File: config.mk
export PLATFORM = sky130hd
export DESIGN_NAME = dram_ctrl
export DESIGN_NICKNAME = d
export VERILOG_FILES = /design/src/hw/dram_ctrl_pkg.sv /design/src/hw/dram_ctrl.sv /design/src/hw/dram_refresh_timer.sv
export SDC_FILE = /design/constraint.sdc
export NUM_CORES = 1
export LEC_CHECK = 0
export BUFFER_PORTS_ARGS = -buffer_cell sky130_fd_sc_hd__buf_4
export CORE_MARGIN = 3
export CORE_UTILIZATION = 60
export DETAILED_ROUTE_END_ITERATION = 16
export HOLD_SLACK_MARGIN = 0.08
export PLACE_DENSITY = 0.8
export SLEW_MARGIN = 20
export SYNTH_ARGS = -nofsm -noshare
export SYNTH_HDL_FRONTEND = slang
export SYNTH_SLANG_ARGS = --single-unit
File: constraint.sdc
create_clock -name mclk_in -period 3.5 [get_ports mclk_in]
set_input_delay 0.875 -clock mclk_in [delete_from_list [all_inputs] [get_ports mclk_in]]
set_output_delay 0.875 -clock mclk_in [all_outputs]
set_load 0.02 [all_outputs]
File: src/hw/dram_ctrl_pkg.sv
// How it works
// controller drives 8 row bits on mux_addr, device latches on row strobe fall
// controller drives 6 column bits on mux_addr[6:1], latched on column strobe fall
// address is stable before the strobe that latches it falls
// row strobe wakes sense amps and row decoder; column strobe wakes column side
// write enable high means read, low means write
// during read the device ignores data pins and writes nothing
// early write keeps device outputs off whole cycle even with output enable low
// write data latched on later of column strobe fall or write enable fall
// delayed or read-modify-write: hold data stable around write enable fall
// raise output enable before driving write data in delayed write
// device outputs stay off until column strobe falls
// device drives only with both strobes and output enable low
// read data valid after access delays, held while strobe and enable low
// device outputs turn off when column strobe or output enable rises
// read data has the polarity in which it was written
// addresses and write data latched, read data not latched
// strobe all 256 rows within every 4 ms refresh period
// refresh with row strobe only, column strobe held high
// page mode keeps row low and cycles column strobe over 64 columns
// row strobe shared by several devices, column strobe decoded per device
// after power-up hold row strobe high 100 us then eight row cycles
// plain and read-modify-write cycles may mix in any order
// read-modify-write reads, raises enable, drives data, drops write enable
package dram_ctrl_pkg;
    localparam int ROW_BITS   = 8;
    localparam int COL_BITS   = 6;
    localparam int DATA_BITS  = 4;
    localparam int ADDR_BITS  = ROW_BITS + COL_BITS;
    localparam int CLK_MHZ    = 40;
    localparam int CLK_NS     = 25;
    // device timings in ns (slower grade), rounded up to cycles
    localparam int T_RP_NS    = 120;
    localparam int T_RAS_NS   = 200;
    localparam int T_CAS_NS   = 120;
    localparam int T_CP_NS    = 80;
    localparam int T_RCD_NS   = 50;
    localparam int T_ACC_NS   = 200;
    localparam int T_OFF_NS   = 40;
    localparam int T_WP_NS    = 50;
    localparam int T_RP_CYC   = (T_RP_NS  + CLK_NS - 1) / CLK_NS;
    localparam int T_RAS_CYC  = (T_RAS_NS + CLK_NS - 1) / CLK_NS;
    localparam int T_CAS_CYC  = (T_CAS_NS + CLK_NS - 1) / CLK_NS;
    localparam int T_CP_CYC   = (T_CP_NS  + CLK_NS - 1) / CLK_NS;
    localparam int T_RCD_CYC  = (T_RCD_NS + CLK_NS - 1) / CLK_NS;
    localparam int T_ACC_CYC  = (T_ACC_NS + CLK_NS - 1) / CLK_NS;
    localparam int T_OFF_CYC  = (T_OFF_NS + CLK_NS - 1) / CLK_NS;
    localparam int T_WP_CYC   = (T_WP_NS  + CLK_NS - 1) / CLK_NS;
    localparam int PWRUP_US   = 100;
    localparam int PWRUP_CYC  = PWRUP_US * CLK_MHZ;
    localparam int INIT_CYCLES = 8;
    localparam int REF_ROWS   = 256;
    localparam int REF_MS     = 4;
    // a row every REF_MS/REF_ROWS, rounded down
    localparam int REF_CYC    = (REF_MS * 1000 * CLK_MHZ * 1000) / REF_ROWS / 1000;

    typedef enum logic [1:0] {
        OP_READ  = 2'b00,
        OP_WRITE = 2'b01,
        OP_RMW   = 2'b10
    } op_e;

    typedef struct packed {
        op_e                    op;
        logic [ADDR_BITS-1:0]   addr;
        logic [DATA_BITS-1:0]   wdata;
        logic                   page;
    } req_s;

    typedef struct packed {
        logic                   ras_n;
        logic                   cas_n;
        logic                   we_n;
        logic                   oe_n;
        logic [ROW_BITS-1:0]    mux_addr;
    } pins_s;
endpackage

File: src/hw/dram_ctrl.sv
`timescale 1ns/1ps
module dram_ctrl #(
    parameter int PWRUP  = dram_ctrl_pkg::PWRUP_CYC,
    parameter int REFPER = dram_ctrl_pkg::REF_CYC
) (
    input  wire logic                            mclk_in,      // 40 MHz clock
    input  wire logic                            reset_in,     // sync reset, high
    input  wire logic                            req_valid_in, // request present
    input  wire dram_ctrl_pkg::req_s             req_in,       // request contents
    output logic                                 req_ready_out,// request taken
    output logic                                 rdata_valid_out, // read data pulse
    output logic [dram_ctrl_pkg::DATA_BITS-1:0]  rdata_out,    // read data
    output logic                                 init_done_out,// device usable
    output logic                                 ras_n_out,    // row strobe
    output logic                                 cas_n_out,    // column strobe
    output logic                                 we_n_out,     // write enable
    output logic                                 oe_n_out,     // output enable
    output logic [dram_ctrl_pkg::ROW_BITS-1:0]   mux_addr_out, // address pins
    input  wire logic [dram_ctrl_pkg::DATA_BITS-1:0] data_io_in, // data pins in
    output logic [dram_ctrl_pkg::DATA_BITS-1:0]  data_io_out,  // data pins out
    output logic                                 data_io_oe_out // data drive enable
);
    import dram_ctrl_pkg::*;

    // ****************************************
    // state
    // ****************************************
    typedef enum logic [10:0] {
        S_PWRUP = 11'b000_0000_0001,
        S_INIT  = 11'b000_0000_0010,
        S_IDLE  = 11'b000_0000_0100,
        S_ROW   = 11'b000_0000_1000,
        S_COL   = 11'b000_0001_0000,
        S_READ  = 11'b000_0010_0000,
        S_OEOFF = 11'b000_0100_0000,
        S_WPUL  = 11'b000_1000_0000,
        S_CASHI = 11'b001_0000_0000,
        S_PRE   = 11'b010_0000_0000,
        S_REF   = 11'b100_0000_0000
    } state_e;

    state_e              state;
    logic [31:0]         timer;
    logic [3:0]          init_count;
    logic [ROW_BITS-1:0] ref_row;
    logic [ROW_BITS-1:0] open_row;
    req_s                cur;
    logic                ref_due;
    logic                ref_ack;

    function automatic logic [ROW_BITS-1:0] row_of(input logic [ADDR_BITS-1:0] a);
        row_of = a[ADDR_BITS-1:COL_BITS];
    endfunction

    // column bits ride on mux_addr[6:1]
    function automatic logic [ROW_BITS-1:0] col_of(input logic [ADDR_BITS-1:0] a);
        col_of = {1'b0, a[COL_BITS-1:0], 1'b0};
    endfunction

    dram_refresh_timer #(
        .PERIOD (REFPER)
    ) u_refresh (
        .mclk_in  (mclk_in),
        .reset_in (reset_in),
        .ack_in   (ref_ack),
        .due_out  (ref_due)
    );

    wire timer_done = (timer == 32'h0000_0000);
    wire same_page  = req_valid_in && req_in.page && (row_of(req_in.addr) == open_row) && !ref_due;
    assign ref_ack  = (state == S_REF) && timer_done;

    // ****************************************
    // sequencer
    // ****************************************
    always_ff @(posedge mclk_in) begin
        if (reset_in) begin
            state      <= S_PWRUP;
            timer      <= 32'(PWRUP);
            init_count <= 4'h0;
            ref_row    <= 8'h00;
            open_row   <= 8'h00;
            cur        <= '0;
        end else begin
            if (!timer_done) begin
                timer <= timer - 32'h0000_0001;
            end
            unique case (state)
                S_PWRUP: begin
                    if (timer_done) begin
                        state <= S_INIT;
                        timer <= 32'(T_RAS_CYC);
                    end
                end
                S_INIT: begin
                    // ras-only cycles during init, alternating low and precharge
                    if (timer_done) begin
                        if (!ras_n_out) begin
                            timer      <= 32'(T_RP_CYC);
                            init_count <= init_count + 4'h1;
                        end else if (init_count == 4'(INIT_CYCLES)) begin
                            state <= S_IDLE;
                        end else begin
                            timer <= 32'(T_RAS_CYC);
                        end
                    end
                end
                S_IDLE: begin
                    if (ref_due) begin
                        state <= S_REF;
                        timer <= 32'(T_RAS_CYC);
                    end else if (req_valid_in) begin
                        cur      <= req_in;
                        open_row <= row_of(req_in.addr);
                        state    <= S_ROW;
                        timer    <= 32'(T_RCD_CYC);
                    end
                end
                S_REF: begin
                    if (timer_done) begin
                        ref_row <= ref_row + 8'h01;
                        state   <= S_PRE;
                        timer   <= 32'(T_RP_CYC);
                    end
                end
                S_ROW: begin
                    if (timer_done) begin
                        state <= S_COL;
                        timer <= (cur.op == OP_WRITE) ? 32'(T_CAS_CYC) : 32'(T_ACC_CYC);
                    end
                end
                S_COL: begin
                    if (timer_done) begin
                        if (cur.op == OP_WRITE) begin
                            state <= S_CASHI;
                            timer <= 32'(T_CP_CYC);
                        end else begin
                            state <= S_READ;
                        end
                    end
                end
                S_READ: begin
                    if (cur.op == OP_RMW) begin
                        state <= S_OEOFF;
                        timer <= 32'(T_OFF_CYC);
                    end else begin
                        state <= S_CASHI;
                        timer <= 32'(T_CP_CYC);
                    end
                end
                S_OEOFF: begin
                    if (timer_done) begin
                        state <= S_WPUL;
                        timer <= 32'(T_WP_CYC);
                    end
                end
                S_WPUL: begin
                    if (timer_done) begin
                        state <= S_CASHI;
                        timer <= 32'(T_CP_CYC);
                    end
                end
                S_CASHI: begin
                    if (timer_done) begin
                        if (same_page) begin
                            cur   <= req_in;
                            state <= S_COL;
                            timer <= (req_in.op == OP_WRITE) ? 32'(T_CAS_CYC) : 32'(T_ACC_CYC);
                        end else begin
                            state <= S_PRE;
                            timer <= 32'(T_RP_CYC);
                        end
                    end
                end
                S_PRE: begin
                    if (timer_done) begin
                        state <= S_IDLE;
                    end
                end
            endcase
        end
    end

    // ****************************************
    // pins
    // ****************************************
    always_ff @(posedge mclk_in) begin
        if (reset_in) begin
            ras_n_out <= 1'b1;
        end else if (state == S_INIT && timer_done) begin
            ras_n_out <= !ras_n_out && !(init_count == 4'(INIT_CYCLES));
        end else if ((state == S_ROW && timer == 32'(T_RCD_CYC)) || (state == S_REF && timer == 32'(T_RAS_CYC))) begin
            ras_n_out <= 1'b0; // row address already set up in idle
        end else if ((state == S_REF && timer_done) || (state == S_CASHI && timer_done && !same_page)) begin
            ras_n_out <= 1'b1;
        end
    end

    always_ff @(posedge mclk_in) begin
        if (reset_in) begin
            mux_addr_out <= 8'h00;
        end else if (state == S_IDLE) begin
            mux_addr_out <= ref_due ? ref_row : row_of(req_in.addr);
        end else if (state == S_ROW && timer != 32'(T_RCD_CYC)) begin
            mux_addr_out <= col_of(cur.addr); // row held a cycle past the strobe fall
        end else if (state == S_CASHI && timer_done && same_page) begin
            mux_addr_out <= col_of(req_in.addr);
        end
    end

    // column strobe falls two cycles after the column address settles, one cycle in page mode
    always_ff @(posedge mclk_in) begin
        if (reset_in) begin
            cas_n_out <= 1'b1;
        end else if (state == S_ROW && timer_done) begin
            cas_n_out <= 1'b1;
        end else if (state == S_COL) begin
            cas_n_out <= 1'b0; // one decoded strobe per device
        end else if (state == S_READ && cur.op != OP_RMW) begin
            cas_n_out <= 1'b1;
        end else if (state == S_WPUL && timer_done) begin
            cas_n_out <= 1'b1;
        end else if (state == S_COL && timer_done && cur.op == OP_WRITE) begin
            cas_n_out <= 1'b1;
        end else if (state == S_CASHI || state == S_REF || state == S_IDLE || state == S_INIT) begin
            cas_n_out <= 1'b1;
        end
    end

    // early write: we low before cas falls, data set up with the address
    always_ff @(posedge mclk_in) begin
        if (reset_in) begin
            we_n_out <= 1'b1;
        end else if (state == S_ROW) begin
            we_n_out <= (cur.op != OP_WRITE);
        end else if (state == S_OEOFF && timer_done) begin
            we_n_out <= 1'b0;
        end else if (state == S_WPUL && timer_done) begin
            we_n_out <= 1'b1;
        end else if (state == S_CASHI && timer_done && same_page) begin
            we_n_out <= (req_in.op != OP_WRITE);
        end else if (state == S_PRE || state == S_IDLE) begin
            we_n_out <= 1'b1;
        end
    end

    always_ff @(posedge mclk_in) begin
        if (reset_in) begin
            oe_n_out <= 1'b1;
        end else if (state == S_COL && cur.op != OP_WRITE) begin
            oe_n_out <= 1'b0;
        end else begin
            oe_n_out <= 1'b1;
        end
    end

    always_ff @(posedge mclk_in) begin
        if (reset_in) begin
            data_io_oe_out <= 1'b0;
            data_io_out    <= 4'h0;
        end else if ((state == S_ROW && cur.op == OP_WRITE) || (state == S_OEOFF && timer < 32'h0000_0002)) begin
            data_io_oe_out <= 1'b1; // data settles before write enable falls
            data_io_out    <= cur.wdata;
        end else if (state == S_CASHI && timer_done && same_page && req_in.op == OP_WRITE) begin
            data_io_oe_out <= 1'b1;
            data_io_out    <= req_in.wdata;
        end else if (state == S_CASHI || state == S_PRE || state == S_IDLE || state == S_READ) begin
            data_io_oe_out <= 1'b0;
        end
    end

    // ****************************************
    // user side
    // ****************************************
    always_ff @(posedge mclk_in) begin
        if (reset_in) begin
            rdata_valid_out <= 1'b0;
            rdata_out       <= 4'h0;
        end else begin
            rdata_valid_out <= (state == S_READ);
            if (state == S_READ) begin
                rdata_out <= data_io_in;
            end
        end
    end

    always_ff @(posedge mclk_in) begin
        if (reset_in) begin
            req_ready_out <= 1'b0;
            init_done_out <= 1'b0;
        end else begin
            req_ready_out <= (state == S_IDLE && !ref_due && req_valid_in)
                             || (state == S_CASHI && timer_done && same_page);
            if (state == S_INIT && timer_done && ras_n_out && init_count == 4'(INIT_CYCLES)) begin
                init_done_out <= 1'b1;
            end
        end
    end
endmodule

File: src/hw/dram_refresh_timer.sv
`timescale 1ns/1ps
module dram_refresh_timer #(
    parameter int PERIOD = dram_ctrl_pkg::REF_CYC
) (
    input  wire logic mclk_in,   // clock
    input  wire logic reset_in,  // sync reset
    input  wire logic ack_in,    // refresh done
    output logic      due_out    // refresh pending
);
    import dram_ctrl_pkg::*;
    logic [15:0] count;

    // one row refresh request per interval, pending until served
    always_ff @(posedge mclk_in) begin
        if (reset_in) begin
            count <= 16'h0000;
        end else if (count == 16'(PERIOD - 1)) begin
            count <= 16'h0000;
        end else begin
            count <= count + 16'h0001;
        end
    end

    always_ff @(posedge mclk_in) begin
        if (reset_in) begin
            due_out <= 1'b0;
        end else if (count == 16'(PERIOD - 1)) begin
            due_out <= 1'b1;
        end else if (ack_in) begin
            due_out <= 1'b0;
        end
    end
endmodule

==> flow_summary_export.csv <==
group,metric,value,unit
status,outcome,"complete, no violations",
global_route,grt_use_total,28.5,%
die,initial_core_util,63.4,%
die,die_width,106,um
global_route,grt_pass1_wl,26400,um
global_route,grt_start_max_net_pins,68,
global_route,antenna_found_initial,0,
die,die_area,11300,sq um
hold_path,hold_class,"reg2reg",
yosys,synthDistinctLibCells,74,
drt,routed_wl,15800,um
sta,slew_headroom,42.4,%
global_route,grt_overflow,0,
worst_setup_path,crit_path_top_delay_cell,"or4_4",
power,swShare,32.6,%
place,gp_congestion,0.955,
yosys,syn-num-nets,755,
worst_setup_path,rr_worst_depth,6,
worst_setup_path,max_stage_delay,0.67,ns
clock_network,clockBufferDepth,2,
clock_network,cts_root_buf,"clkbuf_8",
global_route,grt_busiest_layer,"met2",
place,port_buffers,51,
drt,drt_first_pass_iters,5,
cells_and_area,areaGrowthSynthToFinish,18.5,%
power,switchingPower,1.38,mW
sta,worst_pin_slew,0.856,ns
cells_and_area,layout.nets,807,
global_route,use_met1,39.0,%
die,io_pins,52,
clock_network,cts_sinks,116,
sta,skew,0.0111,ns
worst_setup_path,worstPathMaxFanout,13,
global_route,use_met2,45.5,%
power,peakVddDrop,526,uV
worst_setup_path,critical_path.startpoint,"state[4]",
run,maxCapViolations,0,
cells_and_area,drive_gt1_share,16.3,%
yosys,syn_area,6030,sq um
sta,rsz0062_at_grt,"no",
power,p_int,2.86,mW
die,core-area,9500,sq um
yosys,yosysMostFrequentCell,"dfxtp_1",
yosys,synthTopCellsByArea,"dfxtp_1 (39%), nor2_1 (6.5%), mux2i_1 (4.8%)",
sta,timing.final.crit_share,85.6,%
yosys,synth_top_area_share,38.5,%
worst_setup_path,rr_endpoint,"timer[7]",
sta,whs,0.452,ns
power,comb_power_share,23.1,%
cells_and_area,diodes,0,
yosys,synth-seq-cells,116,
worst_setup_path,cp_cell_sequence,"or4_4, or4_1, a21oi_2, o22ai_1, nor4_2, o21ai_0",
sta,finalSetupTns,0,ns
yosys,synth_common_cells,"dfxtp_1 (116), nor2_1 (104), nand2_1 (61)",
worst_setup_path,worst_setup_path_start_kind,"flip-flop",
clock_network,cts_hold_buf,0,
power,p_clk_share,40.9,%
drt,viasPerCell,6.18,
clock_network,path_clk_slew,0.06,ns
global_route,met3_usage,6.13,%
sta,maxClockFrequency,334,MHz
yosys,syn_inst,718,
drt,ant_nets,0,
die,die_h,106,um
cells_and_area,utilization,75.2,%
sta,layout_min_cycle_time,3.00,ns
yosys,syn_area_per_cell,8.40,sq um
worst_setup_path,reg2reg_from,"state[4]",
clock_network,tritoncts,"yes",
yosys,ys.flop_type,"dfxtp_1",
worst_setup_path,r2r_setup_slack,0.50,ns
worst_setup_path,crit_buf_inv,0,
drt,post_drt_wl_per_cell,17.4,um
cells_and_area,nFillCells,703,
die,std_cell_rows,35,
drt,drc,0,
sta,setup_viol,0,
worst_setup_path,cp.arrival,3.36,ns
clock_network,numCtsBuffers,17,
clock_network,postCtsSetupRepairBufs,0,
sta,final_max_slew_viol_count,0,
yosys,seq_area_frac_synth,38.5,%
worst_setup_path,cp_top_family,"simple AND/OR/NAND/NOR gates",
clock_network,cts_htree_levels,4,
yosys,async_flop_share,0,%
power,power_density,594,nW/um^2
worst_setup_path,worst-setup-path-type,"reg2reg",
worst_setup_path,cp-end-kind,"flip-flop",
power,pwr-share-seq,36.0,%
clock_network,insertion_delay,0.51,ns
sta,hold_viol_final,0,
worst_setup_path,cp_num_cells,6,
worst_setup_path,critical_path_required,3.86,ns
yosys,ys_warn_count,0,
yosys,yosysTopAreaCell,"dfxtp_1",
yosys,synth-edff-count,0,
global_route,grt_pass1_vias,5388,
clock_network,postCtsResizedCells,0,
power,leakage,2.77,nW
worst_setup_path,cp-endpoint,"timer[7]",
place,hpwl,11000,um
drt,drt_iter0_drc,491,
drt,num_vias,5638,
## worst min path at each step
stage | start | end | slack, ns | cells after the start
global route | cur[3] | cur[3] | 0.47 | 2
detailed placement | cur[3] | cur[3] | 0.45 | 2
global placement | cur[1] | cur[1] | 0.44 | 2
finish | cur[1] | cur[1] | 0.45 | 2
floorplan | cur[1] | cur[1] | 0.43 | 2
CTS | cur[3] | cur[3] | 0.46 | 2
## metrics by stage
step	worst slack [ns]	instance area, sq um	total power [mW]	instances
6_report	0.503	7140	4.24	912
5_1_grt	0.299	7140	4.42	912
4_1_cts	0.559	7140	4.23	912
3_5_place_dp	0.353	6550	2.48	880
3_3_place_gp	0.468	6550	2.46	880
2_1_floorplan	0.479	6030	2.25	718
## worst register-to-register path, delay by kind of cell, from the launching register on
kind | cells | cell delay [ns]
AO/OA/AOI/OAI | 3 | 0.72
flip-flops | 1 | 0.40
AND/OR/NAND/NOR | 3 | 1.75
## logic make-up (layout without fill, tap and decap cells)
| logic type | after synthesis | after routing | share of synthesized area [%] |
|---|---|---|---|
| compound gates | 136 | 136 | 15.2 |
| xor+xnor | 60 | 60 | 8.72 |
| fa+ha+maj | 9 | 9 | 1.87 |
| buf+inv | 51 | 116 | 3.71 |
| flops | 116 | 116 | 38.5 |
| mux | 29 | 29 | 4.82 |
| simple gates | 317 | 317 | 27.2 |
## placed cells by master (no fill, tap or decap), drive strengths merged, types with 3 or more instances in the layout
master	Yosys	layout
nor3	19	19
clkinvlp	0	3
a31o	3	3
a21oi	41	41
o22ai	4	4
or3	15	15
nand3	20	20
or4	8	8
and3	11	11
xor2	32	32
a31oi	7	7
inv	13	19
a211o	7	7
ha	9	9
o21ai	30	30
clkinv	0	3
a211oi	9	9
nand4b	3	3
nor2	104	104
o31ai	5	5
dfxtp	116	116
nor4	23	23
nand2b	7	7
nand2	61	61
nor4b	9	9
mux2i	29	29
clkbuf	25	18
nor2b	11	11
nand4	10	10
xnor2	28	28
a21o	3	3
buf	13	71
or2	5	5
## flip-flops by register name (all words and copies together) (netlist names), 4 cells and up
signal and cells:
mux_addr_out 8, ref_row 8, rdata_out 4, init_count 4
data_io_out 4, timer 32, state 11, open_row 8
u_refresh.count 16, cur 12
## area by class of cell
type / count / area (sq um) / area share, %
repair buffers: 71 / 533 / 7.46
clock inverters: 14 / 166 / 2.33
flip-flops and latches: 116 / 2320 / 32.5
clock buffers: 18 / 428 / 5.99
well taps: 129 / 161 / 2.26
multi-input cells: 551 / 3480 / 48.8
inverters: 13 / 48.8 / 0.683
## routing by layer
metal / vias to the layer above / share of wire (%)
li1: 2686 / -
met1: 2653 / 43
met2: 267 / 46
met3: 32 / 9.2
met4: 0 / 1.6
met5: - / 0
## power by group through the flow
stage	registers, mW	clock network [mW]	logic (mW)
2_1_floorplan	1.51	0	0.740
6_report	1.53	1.74	0.981
3_3_place_gp	1.54	0	0.923
4_1_cts	1.52	1.75	0.956
3_5_place_dp	1.55	0	0.937
5_1_grt	1.54	1.82	1.07
(Power assumes the default switching activity.)
